## config.mk

```make
export PLATFORM = sky130hd
export DESIGN_NAME = cct_ctrl_regs
export DESIGN_NICKNAME = d
export VERILOG_FILES = /design/src/hdl/cct_pkg.sv /design/src/hdl/cct_ctrl_regs.sv /design/src/hdl/cct_ack_decode.sv
export SDC_FILE = /design/constraint.sdc
export NUM_CORES = 1
export LEC_CHECK = 0
export BUFFER_PORTS_ARGS = -buffer_cell sky130_fd_sc_hd__clkbuf_2
export CAP_MARGIN = 20
export CORE_ASPECT_RATIO = 1.75
export CORE_MARGIN = 5
export CORE_UTILIZATION = 52
export CTS_CLUSTER_DIAMETER = 120
export DETAILED_ROUTE_END_ITERATION = 10
export MAX_ROUTING_LAYER = met4
export PLACE_DENSITY = 0.84
export SLEW_MARGIN = 40
export SYNTH_ARGS = -nofsm -noshare
export SYNTH_HDL_FRONTEND = slang
export SYNTH_HIERARCHICAL = 1
export SYNTH_SLANG_ARGS = --single-unit
```

## constraint.sdc

```tcl
create_clock -name ref_clk_i -period 3.9 [get_ports ref_clk_i]
set_clock_uncertainty 0.15 [all_clocks]
set_input_delay 0.195 -clock ref_clk_i [delete_from_list [all_inputs] [get_ports ref_clk_i]]
set_output_delay 0.195 -clock ref_clk_i [all_outputs]
set_load 0.05 [all_outputs]
```

## src/hdl/cct_pkg.sv

```systemverilog
// constants and carrier types for the translator control registers
package cct_pkg;

    // register offsets
    localparam logic [4:0] CCT_ADDR_CTRL = 5'h03;
    localparam logic [4:0] CCT_ADDR_ACK_MASK_UPPER = 5'h04;
    localparam logic [4:0] CCT_ADDR_ACK_MASK_LOWER = 5'h05;
    localparam logic [4:0] CCT_ADDR_CONF = 5'h06;

    // field positions
    localparam int CCT_CTRL_RST_BIT = 7;
    localparam int CCT_CTRL_EN_BIT  = 6;
    localparam int CCT_CONF_ERR_BIT = 4;
    localparam int CCT_RETRY_MSB    = 2;
    localparam int CCT_ACK_MASK_UPPER_MSB     = 6;

    // values after reset
    localparam logic [7:0] CCT_CTRL_RST_VAL = 8'h00;
    localparam logic [7:0] CCT_ACK_MASK_UPPER_RST_VAL = 8'h00;
    localparam logic [7:0] CCT_ACK_MASK_LOWER_RST_VAL = 8'h00;
    localparam logic [7:0] CCT_CONF_RST_VAL = 8'h00;

    // retry ceiling and the one logical address that has no mask bit
    localparam logic [2:0] CCT_RETRY_MAX  = 3'h5;
    localparam logic [3:0] CCT_ADDR_BCAST = 4'hf;
    localparam int         CCT_MASK_W     = 15;

    // frame service selectors and result codes
    localparam logic [7:0] CCT_SVC_CNF = 8'h01;
    localparam logic [7:0] CCT_SVC_ERR = 8'h82;
    localparam logic [7:0] CCT_SVC_IER = 8'h83;
    localparam logic [7:0] CCT_RES_OFF = 8'h80;
    localparam logic [7:0] CCT_RES_OK  = 8'h00;

    typedef struct packed {
        logic       wr;
        logic       rd;
        logic [4:0] addr;
        logic [7:0] wdata;
    } cct_reg_req_t;

    typedef struct packed {
        logic       valid;
        logic [7:0] service;
        logic [7:0] code;
    } cct_frame_t;

endpackage

```

## src/hdl/cct_ctrl_regs.sv

```systemverilog
// control, acknowledge-mask and configuration registers of the translator
//
// Overview of operation
// [RULE1] soft reset waits until transfers go idle
// [RULE2] soft reset restores every register default
// [RULE3] disabled: no acknowledge, no new transmit
// [RULE4] disabling waits for pending transfer to finish
// [RULE5] enabled: acknowledge only masked-in logical addresses
// [RULE6] host writes zero to upper mask top bit
// [RULE7] cleared mask bit: address not acknowledged
// [RULE8] set mask bit: acknowledge and forward message
// [RULE9] error enable: report via register and frame
// [RULE10] retry field saturates at five retries
// [RULE11] refused transmit confirmed with off-state code
// [RULE12] error frames only while error enable set
// [RULE13] low bit n address n, high n+8
`timescale 1ns/10ps
`default_nettype none
module cct_ctrl_regs (
    // clock and reset
    input  wire logic                  ref_clk_i,
    input  wire logic                  rst_b_i,
    // register port from the host-side serial front end
    input  wire cct_pkg::cct_reg_req_t reg_req_i,
    output logic [7:0]                 reg_rdata_o,
    // line engine status
    input  wire logic                  cec_tx_busy_i,
    input  wire logic                  cec_rx_busy_i,
    // receive acknowledge decision
    input  wire logic [3:0]            rx_dest_i,
    output logic                       ack_o,
    output logic                       forward_o,
    // transmit requests
    input  wire logic                  tx_req_i,
    output logic                       tx_accept_o,
    output cct_pkg::cct_frame_t        cnf_o,
    // error events
    input  wire logic                  err_evt_i,
    input  wire logic                  err_with_msg_i,
    input  wire logic [7:0]            err_code_i,
    output cct_pkg::cct_frame_t        err_frame_o,
    output logic [7:0]                 err_detail_o,
    // settings for the rest of the device
    output logic                       dev_enabled_o,
    output logic [2:0]                 retry_limit_o,
    output logic                       soft_reset_o
);
    // register state
    logic       en_req_ff;
    logic       nxt_en_req;
    logic       en_eff_ff;
    logic       nxt_en_eff;
    logic       rst_pend_ff;
    logic       nxt_rst_pend;
    logic       soft_rst_ff;
    logic       nxt_soft_rst;
    logic [6:0] ack_mask_upper_ff;
    logic [6:0] nxt_ack_mask_upper;
    logic [7:0] ack_mask_lower_ff;
    logic [7:0] nxt_ack_mask_lower;
    logic [7:0] conf_ff;
    logic [7:0] nxt_conf;
    logic [7:0] rdata_ff;
    logic [7:0] nxt_rdata;

    // frame and error state
    cct_pkg::cct_frame_t cnf_ff;
    cct_pkg::cct_frame_t nxt_cnf;
    cct_pkg::cct_frame_t errf_ff;
    cct_pkg::cct_frame_t nxt_errf;
    logic [7:0]          err_det_ff;
    logic [7:0]          nxt_err_det;

    logic       busy;
    logic       do_soft_rst;
    logic       err_en;
    logic [2:0] retry_fld;
    logic [2:0] retry_sat;
    logic       wr_ctrl;
    logic       wr_ack_mask_upper;
    logic       wr_ack_mask_lower;
    logic       wr_conf;
    // both masks as one vector, bit n is logical address n
    logic [cct_pkg::CCT_MASK_W-1:0] mask_all;

    assign mask_all = {ack_mask_upper_ff, ack_mask_lower_ff}; // [RULE13]
    assign busy      = cec_tx_busy_i | cec_rx_busy_i;
    assign err_en    = conf_ff[cct_pkg::CCT_CONF_ERR_BIT];
    assign retry_fld = conf_ff[cct_pkg::CCT_RETRY_MSB:0];
    // a pending soft reset only fires between transfers
    assign do_soft_rst = rst_pend_ff & ~busy; // [RULE1]

    assign wr_ctrl = reg_req_i.wr & (reg_req_i.addr == cct_pkg::CCT_ADDR_CTRL);
    assign wr_ack_mask_upper = reg_req_i.wr & (reg_req_i.addr == cct_pkg::CCT_ADDR_ACK_MASK_UPPER);
    assign wr_ack_mask_lower = reg_req_i.wr & (reg_req_i.addr == cct_pkg::CCT_ADDR_ACK_MASK_LOWER);
    assign wr_conf = reg_req_i.wr & (reg_req_i.addr == cct_pkg::CCT_ADDR_CONF);

    // register file next state
    always_comb begin
        nxt_en_req   = en_req_ff;
        nxt_en_eff   = en_eff_ff;
        nxt_rst_pend = rst_pend_ff;
        nxt_soft_rst = 1'b0;
        nxt_ack_mask_upper     = ack_mask_upper_ff;
        nxt_ack_mask_lower     = ack_mask_lower_ff;
        nxt_conf     = conf_ff;
        if (do_soft_rst) begin
            // restore defaults exactly as a power-up would
            nxt_soft_rst = 1'b1;
            nxt_rst_pend = 1'b0; // [RULE1]
            nxt_en_req   = cct_pkg::CCT_CTRL_RST_VAL[cct_pkg::CCT_CTRL_EN_BIT];
            nxt_en_eff   = cct_pkg::CCT_CTRL_RST_VAL[cct_pkg::CCT_CTRL_EN_BIT];
            nxt_ack_mask_upper     = cct_pkg::CCT_ACK_MASK_UPPER_RST_VAL[6:0]; // [RULE2]
            nxt_ack_mask_lower     = cct_pkg::CCT_ACK_MASK_LOWER_RST_VAL;      // [RULE2]
            nxt_conf     = cct_pkg::CCT_CONF_RST_VAL;      // [RULE2]
        end else begin
            if (wr_ctrl) begin
                nxt_en_req = reg_req_i.wdata[cct_pkg::CCT_CTRL_EN_BIT];
                // writing zero to the reset bit does not cancel a request
                if (reg_req_i.wdata[cct_pkg::CCT_CTRL_RST_BIT]) begin
                    nxt_rst_pend = 1'b1; // [RULE1]
                end
            end
            // top bit is held at zero by the host, not stored
            if (wr_ack_mask_upper) begin
                nxt_ack_mask_upper = reg_req_i.wdata[6:0]; // [RULE6]
            end
            if (wr_ack_mask_lower) begin
                nxt_ack_mask_lower = reg_req_i.wdata;
            end
            if (wr_conf) begin
                nxt_conf = reg_req_i.wdata;
            end
            // enabling is immediate, disabling waits for the line to idle
            if (nxt_en_req) begin
                nxt_en_eff = 1'b1;
            end else if (!busy) begin
                nxt_en_eff = 1'b0; // [RULE4]
            end
        end
    end

    // read data; unused control and upper-mask bits and unmapped offsets read zero, all configuration bits read back as written
    always_comb begin
        nxt_rdata = rdata_ff;
        if (reg_req_i.rd) begin
            case (reg_req_i.addr)
                cct_pkg::CCT_ADDR_CTRL: nxt_rdata = {rst_pend_ff, en_req_ff,
                                                     6'h00};
                cct_pkg::CCT_ADDR_ACK_MASK_UPPER: nxt_rdata = {1'b0, ack_mask_upper_ff};
                cct_pkg::CCT_ADDR_ACK_MASK_LOWER: nxt_rdata = ack_mask_lower_ff;
                cct_pkg::CCT_ADDR_CONF: nxt_rdata = conf_ff;
                default:                nxt_rdata = 8'h00;
            endcase
        end
    end

    always_ff @(posedge ref_clk_i) begin
        if (!rst_b_i) begin
            en_req_ff   <= cct_pkg::CCT_CTRL_RST_VAL[cct_pkg::CCT_CTRL_EN_BIT];
            en_eff_ff   <= cct_pkg::CCT_CTRL_RST_VAL[cct_pkg::CCT_CTRL_EN_BIT];
            rst_pend_ff <= 1'b0;
            soft_rst_ff <= 1'b0;
            ack_mask_upper_ff     <= cct_pkg::CCT_ACK_MASK_UPPER_RST_VAL[6:0];
            ack_mask_lower_ff     <= cct_pkg::CCT_ACK_MASK_LOWER_RST_VAL;
            conf_ff     <= cct_pkg::CCT_CONF_RST_VAL;
            rdata_ff    <= 8'h00;
        end else begin
            en_req_ff   <= nxt_en_req;
            en_eff_ff   <= nxt_en_eff;
            rst_pend_ff <= nxt_rst_pend;
            soft_rst_ff <= nxt_soft_rst;
            ack_mask_upper_ff     <= nxt_ack_mask_upper;
            ack_mask_lower_ff     <= nxt_ack_mask_lower;
            conf_ff     <= nxt_conf;
            rdata_ff    <= nxt_rdata;
        end
    end

    // acknowledge decision; an acknowledged message is also forwarded
    cct_ack_decode u_ack (
        .mask_i   (mask_all),
        .dest_i   (rx_dest_i),
        .enable_i (en_eff_ff), // [RULE3]
        .hit_o    (ack_o)      // [RULE7]
    );
    assign forward_o = ack_o; // [RULE8]

    // retry saturation
    assign retry_sat = (retry_fld > cct_pkg::CCT_RETRY_MAX) ?
                       cct_pkg::CCT_RETRY_MAX : retry_fld; // [RULE10]

    // transmit admission and confirmation, error reporting
    assign tx_accept_o = tx_req_i & en_eff_ff; // [RULE3]

    always_comb begin
        nxt_cnf     = '0;
        nxt_errf    = '0;
        nxt_err_det = err_det_ff;
        if (tx_req_i && !en_eff_ff) begin
            nxt_cnf.valid   = 1'b1;
            nxt_cnf.service = cct_pkg::CCT_SVC_CNF;
            nxt_cnf.code    = cct_pkg::CCT_RES_OFF; // [RULE11]
        end
        // errors are dropped silently while notification is off
        if (err_evt_i && err_en) begin
            nxt_errf.valid   = 1'b1; // [RULE12]
            nxt_errf.service = err_with_msg_i ? cct_pkg::CCT_SVC_IER :
                                                cct_pkg::CCT_SVC_ERR;
            nxt_errf.code    = err_code_i;
            nxt_err_det      = err_code_i; // [RULE9]
        end
        if (do_soft_rst) begin
            nxt_err_det = 8'h00;
        end
    end

    always_ff @(posedge ref_clk_i) begin
        if (!rst_b_i) begin
            cnf_ff     <= '0;
            errf_ff    <= '0;
            err_det_ff <= 8'h00;
        end else begin
            cnf_ff     <= nxt_cnf;
            errf_ff    <= nxt_errf;
            err_det_ff <= nxt_err_det;
        end
    end

    assign reg_rdata_o   = rdata_ff;
    assign cnf_o         = cnf_ff;
    assign err_frame_o   = errf_ff;
    assign err_detail_o  = err_det_ff;
    assign dev_enabled_o = en_eff_ff;
    assign retry_limit_o = retry_sat;
    assign soft_reset_o  = soft_rst_ff;
endmodule // cct_ctrl_regs
`default_nettype wire

```

## src/hdl/cct_ack_decode.sv

```systemverilog
// per-address acknowledge decode from the two mask registers
`timescale 1ns/10ps
`default_nettype none
module cct_ack_decode (
    // mask, destination and enable
    input  wire logic [cct_pkg::CCT_MASK_W-1:0] mask_i,
    input  wire logic [3:0]                     dest_i,
    input  wire logic                           enable_i,
    // decision
    output logic                                hit_o
);
    logic [cct_pkg::CCT_MASK_W-1:0] sel;

    // address 15 has no mask bit, so it is never matched
    genvar gi;
    generate
        for (gi = 0; gi < cct_pkg::CCT_MASK_W; gi++) begin : g_addr
            assign sel[gi] = mask_i[gi] & (dest_i == 4'(gi)); // [RULE13]
        end
    endgenerate

    assign hit_o = enable_i & (|sel); // [RULE5]
endmodule // cct_ack_decode
`default_nettype wire

```

# Word-level counts from Yosys, hierarchy flattened
# Index checks and enable logic that the tools add are counted.
# word_totals
ff_bits,77
input_bits,34
# classes
mux,10
bitwise_logic,25
reduce_logical,8
eq_ne,19
magnitude_cmp,1
# op_table
op,count
$mux 17,2
$pmux 8 s4,1
$eq 4x4->1 const B,7
$and 1x1->1,22
$eq 4x3->1 const B,4
$eq 5x3->1 const B,3
$reduce_or 15->1,1
$eq 4x2->1 const B,2
$mux 1,6
$eq 5x2->1 const B,1
$eq 4x1->1 const B,1
$logic_not 4->1,1
$reduce_and 2->1,2
$gt 3x3->1 const B,1
$mux 3,1
$logic_and 1x1->1,2
$ne 2x1->1 const B,1
$not 1->1,2
$reduce_or 2->1,1
$logic_not 1->1,1
$or 1x1->1,1

# Logic depth before layout (Yosys ltp)
# depth
depth_word,5
ltp_mapped,6
depth_no_buf,4

# Cells and area by module
# Netlist, hierarchy kept.
# by_module_without_submodules
module,instances,cells_per_inst,area_each_um2
cct_ctrl_regs,1,250,2278.4
cct_ack_decode,1,17,165.2

# Least setup slack after synthesis
# OpenSTA, ideal clock, no wires.
# synth_timing
path_type,register to output
from,"register en_eff_ff, in the netlist dev_enabled_o"
to,output port forward_o
arrival_ns,1.654
path_stages_with_launch,4
setup_slack_ns,1.901
required_ns,3.555
cell_sequence,dfxtp_1 -> nand4b_1 -> o21ai_2 -> buf_4
# synth_between
elab_chain_len,1
# synth_rtl
item,line,text
from (decl),cct_ctrl_regs.sv:51,logic en_eff_ff;
from (signal assigned),cct_ctrl_regs.sv:161,en_eff_ff <= cct_pkg::CCT_CTRL_RST_VAL[cct_pkg::CCT_CTRL_EN_BIT];
from (signal assigned),cct_ctrl_regs.sv:170,en_eff_ff <= nxt_en_eff;
$and 1x1->1,cct_ack_decode.sv:22,assign hit_o = enable_i & (|sel);
to (decl),cct_ctrl_regs.sv:32,"output logic forward_o,"
# Every way passes these cells.

# Final worst setup path
# layout_timing
from,register ack_mask_upper_ff[0]
to,output port ack_o
# layout_between
elab_chain_len,3
# layout_rtl
item,line,text
from (decl),cct_ctrl_regs.sv:57,logic [6:0] ack_mask_upper_ff;
from (signal assigned),cct_ctrl_regs.sv:164,ack_mask_upper_ff <= cct_pkg::CCT_ACK_MASK_UPPER_RST_VAL[6:0];
from (signal assigned),cct_ctrl_regs.sv:173,ack_mask_upper_ff <= nxt_ack_mask_upper;
$and 1x1->1,cct_ack_decode.sv:18,assign sel[gi] = mask_i[gi] & (dest_i == 4'(gi));
$reduce_or 15->1,cct_ack_decode.sv:22,
$and 1x1->1,cct_ack_decode.sv:22,
to (decl),cct_ctrl_regs.sv:31,"output logic ack_o,"
# Every way passes these cells.

==> results.ini <==
[clocking]
cts_hold_repair.buffers = 13
cts_inserted_buffers = 5
htreeDepth = 2
clock-root-buffer = sky130_fd_sc_hd__clkbuf_8
post_cts_buffers = 0
clkSinkCount = 55
clk-insertion-delay-late_ps = 310
clk_path_buf_depth = 2
clkSlewWorstSetupHoldPaths_ps = 100
number_of_gates_resized_after_cts = 0
cts_tree = yes

[worst_setup_path]
worst-endpoint-arrival_ps = 1610
criticalPathCategory = flop to output pin
worst_r2r_path_depth = 3
cp-start-kind = flop
ff2ff_setup_slack_ps = 2480
critical_path.slowest_cell = sky130_fd_sc_hd__dfxtp_1
crit_buf_inv = 1
category_of_cells_accounting_for_the_largest_share_of_critical_path_delay = flip-flops
cp_cell_sequence = mux2_4, o311a_1, nand3_2, o21ai_2, clkbuf_2
worst_setup_path_end_kind = output pin
worstReg2RegEnd = dev_enabled_o
crit_required_ps = 3560
worstPathMaxFanout = 3
regToRegStartpoint = rst_pend_ff
crit_path_max_incr_delay_ps = 360

[timing]
timing.hold.ws_ps = 0.9068
rsz0062_at_grt = false
max_clock_freq_ghz = 0.5113
timing.max_slew.rel_slack_pct = 55.90
min_period_ps = 1956
finalHoldViolCount = 0
timing_worst_slew_pin_value_ps = 659.2
fin_crit_sh_pct = 50.15
final.setup.tns_ps = 0
setup_viol_count_final = 0
final_max_slew_viol_count = 0

[logic_synthesis]
post_synth_and_or_nand_nor_area_fraction_pct = 20.79
synth_cells = 267
synthArstFlopShare_pct = 0
seq_area_frac_synth_pct = 45.06
share_of_synthesized_cell_area_in_full_adder_half_adder_and_majority_cells_pct = 0
synth.ff_latch_count = 55
synth_compound_gate_area_share_pct = 10.96
avgSynthCellArea_um2 = 9.152
synth.mux.area_fraction_pct = 12.49
yosysTopAreaCellShare_pct = 45.06
synth.cell_area_um2 = 2444
synth-warning-count = 6
synth_xor_xnor_area_share_pct = 0
yosys-top-cells-area = sky130_fd_sc_hd__dfxtp_1 (45%), sky130_fd_sc_hd__mux2i_1 (8.2%), sky130_fd_sc_hd__buf_4 (7.4%), sky130_fd_sc_hd__nand2_1 (4.9%), sky130_fd_sc_hd__nand3_1 (3.7%)
synth_enable_flop_cells = 0
synth_top_flop_cell = sky130_fd_sc_hd__dfxtp_1
synth_top_family_by_area = simple AND/OR/NAND/NOR gates
netlist-cell-type-count = 38
synth_area_leader_cell = sky130_fd_sc_hd__dfxtp_1

[floorplan]
die_h_um = 100.7
die_w_um = 61.82
placementRows = 33
design.core.area_um2 = 4624
io-pin-count = 92
initial_core_util_pct = 52.84
floorplan.die_area_um2 = 6224

[global_routing]
gr-total-overflow = 0
pin_count_of_the_biggest_net_entering_global_routing = 35
number_of_global_route_vias_before_repair = 2064
grt_pass1_wl_um = 9418
global_route.usage.total_pct = 20.70
antenna_violations_before_repair = 0

[drt]
route.detailed.drc = 0
vias = 2090
route.antenna.remaining_nets = 0
vias_per_cell = 5.345
drt_iter0_drc = 85
final_wirelength_um = 6064
avgRoutedWirePerCell_um = 15.51
detail_route.first_pass.iterations = 4

[layout]
layout_area_growth_over_synthesis_pct = 20.02
num-nets-final = 372
layout-drive-gt1-share_pct = 27.14
post_route_cell_area_um2 = 2933
multi_input_comb_area_um2 = 1155
fin_util_pct = 63.42
fillers = 399
most-common-layout-cells = sky130_fd_sc_hd__clkbuf_2 (72), sky130_fd_sc_hd__dfxtp_1 (55), sky130_fd_sc_hd__nand2_1 (31)
antenna_diode_count = 0
sequential_cell_area_um2 = 1101
layout.cells.most_common = sky130_fd_sc_hd__clkbuf_2

[hold_path]
holdCritStartpoint = cec_rx_busy_i
hold-path-cell-count = 3
hold_path.class = input pin to flop
worstHoldEndpoint = dev_enabled_o

[pwr]
static-leakage-power_nw = 1.317
max_ir_drop_vdd_mv = 0.3557
powerDensity_nw_per_um2 = 368.6

[run_status]
result_of_the_run = complete, no violations

[flow_run]
max_cap_violations = 0

[placement]
dpl.hpwl_um = 4457
place.port_buffers = 72
final_weighted_congestion_in_routability_driven_placement = 0.8177
postPlaceCellArea_um2 = 2685

==> report_power, final <==
group | switching [mW] | internal [mW]
Combinational | 0.0897 | 0.0334
Sequential | 0.00252 | 0.564
Clock | 0.183 | 0.208
Total | 0.276 | 0.805
==> area by class of cell <==
class / count / area share (%)
clock buffer: 6 / 2.816
clock inverter: 2 / 1.195
inverter: 1 / 0.1280
multi-input combinational: 190 / 39.38
sequential: 55 / 37.54
tap: 52 / 2.218
timing repair buffer: 85 / 16.72
==> worst max-delay path by stage <==
stage,start,cells past startpoint,end
global placement,reg_req_i[9],5,ack_mask_lower_ff[6]
CTS,ack_mask_upper_ff[0],5,ack_o
detailed placement,reg_req_i[9],5,ack_mask_lower_ff[7]
global route,ack_mask_upper_ff[0],5,ack_o
floorplan,dev_enabled_o,3,forward_o
finish,ack_mask_upper_ff[0],5,ack_o
==> kinds of logic after synthesis <==
| family | Yosys count |
|---|---|
| multiplexers | 28 |
| other | 1 |
| buffers and inverters | 40 |
| AO/OA/AOI/OAI | 43 |
| AND/OR/NAND/NOR | 100 |
| flip-flops | 55 |
==> synth_stat cells (2+ instances only) <==
| cell type | count |
|---|---|
| sky130_fd_sc_hd__buf_4 | 24 |
| sky130_fd_sc_hd__mux2_2 | 6 |
| sky130_fd_sc_hd__and3b_1 | 2 |
| sky130_fd_sc_hd__nor2b_1 | 3 |
| sky130_fd_sc_hd__and3_1 | 4 |
| sky130_fd_sc_hd__nand2_1 | 32 |
| sky130_fd_sc_hd__mux2i_1 | 20 |
| sky130_fd_sc_hd__clkbuf_1 | 9 |
| sky130_fd_sc_hd__a22oi_1 | 8 |
| sky130_fd_sc_hd__dfxtp_1 | 55 |
| sky130_fd_sc_hd__nand3_1 | 18 |
| sky130_fd_sc_hd__o21ai_0 | 8 |
| sky130_fd_sc_hd__buf_2 | 2 |
| sky130_fd_sc_hd__and2_1 | 11 |
| sky130_fd_sc_hd__nor2_1 | 21 |
| sky130_fd_sc_hd__buf_1 | 2 |
| sky130_fd_sc_hd__buf_6 | 2 |
| sky130_fd_sc_hd__nand3b_1 | 4 |
| sky130_fd_sc_hd__a21oi_1 | 17 |
==> metal layers <==
metal	vias to the layer above	GRT usage [%]	wire length (um)
li1	1014	-	-
met1	976	20.90	2022
met2	83	35.75	3323
met3	17	4.615	489
met4	0	10.29	228
met5	-	-	0
==> worst min-delay path, delay by kind of cell <==
| family | cells | cell delay (ps) |
|---|---|---|
| buffers and inverters | 1 | 70 |
| AO/OA/AOI/OAI | 1 | 100 |
| AND/OR/NAND/NOR | 1 | 50 |
==> registers in the layout (all words and copies together), names as in the netlist <==
signal	cells
err_frame_o	11
ack_mask_lower_ff	8
err_detail_o	8
ack_mask_upper_ff	7
rst_pend_ff	1
conf_ff	8
reg_rdata_o	8
en_req_ff	1
dev_enabled_o	1
cnf_o	1
soft_reset_o	1
==> stage by stage <==
step           power [mW]  setup slack [ps]  cells
2_1_floorplan      0.6758              1901    285
3_3_place_gp       0.6893              1975    370
3_5_place_dp       0.6907              1957    370
4_1_cts             1.084              1933    391
5_1_grt             1.113              1887    391
6_report            1.081              1944    391
No activity file was read; power rests on OpenSTA's default activity.
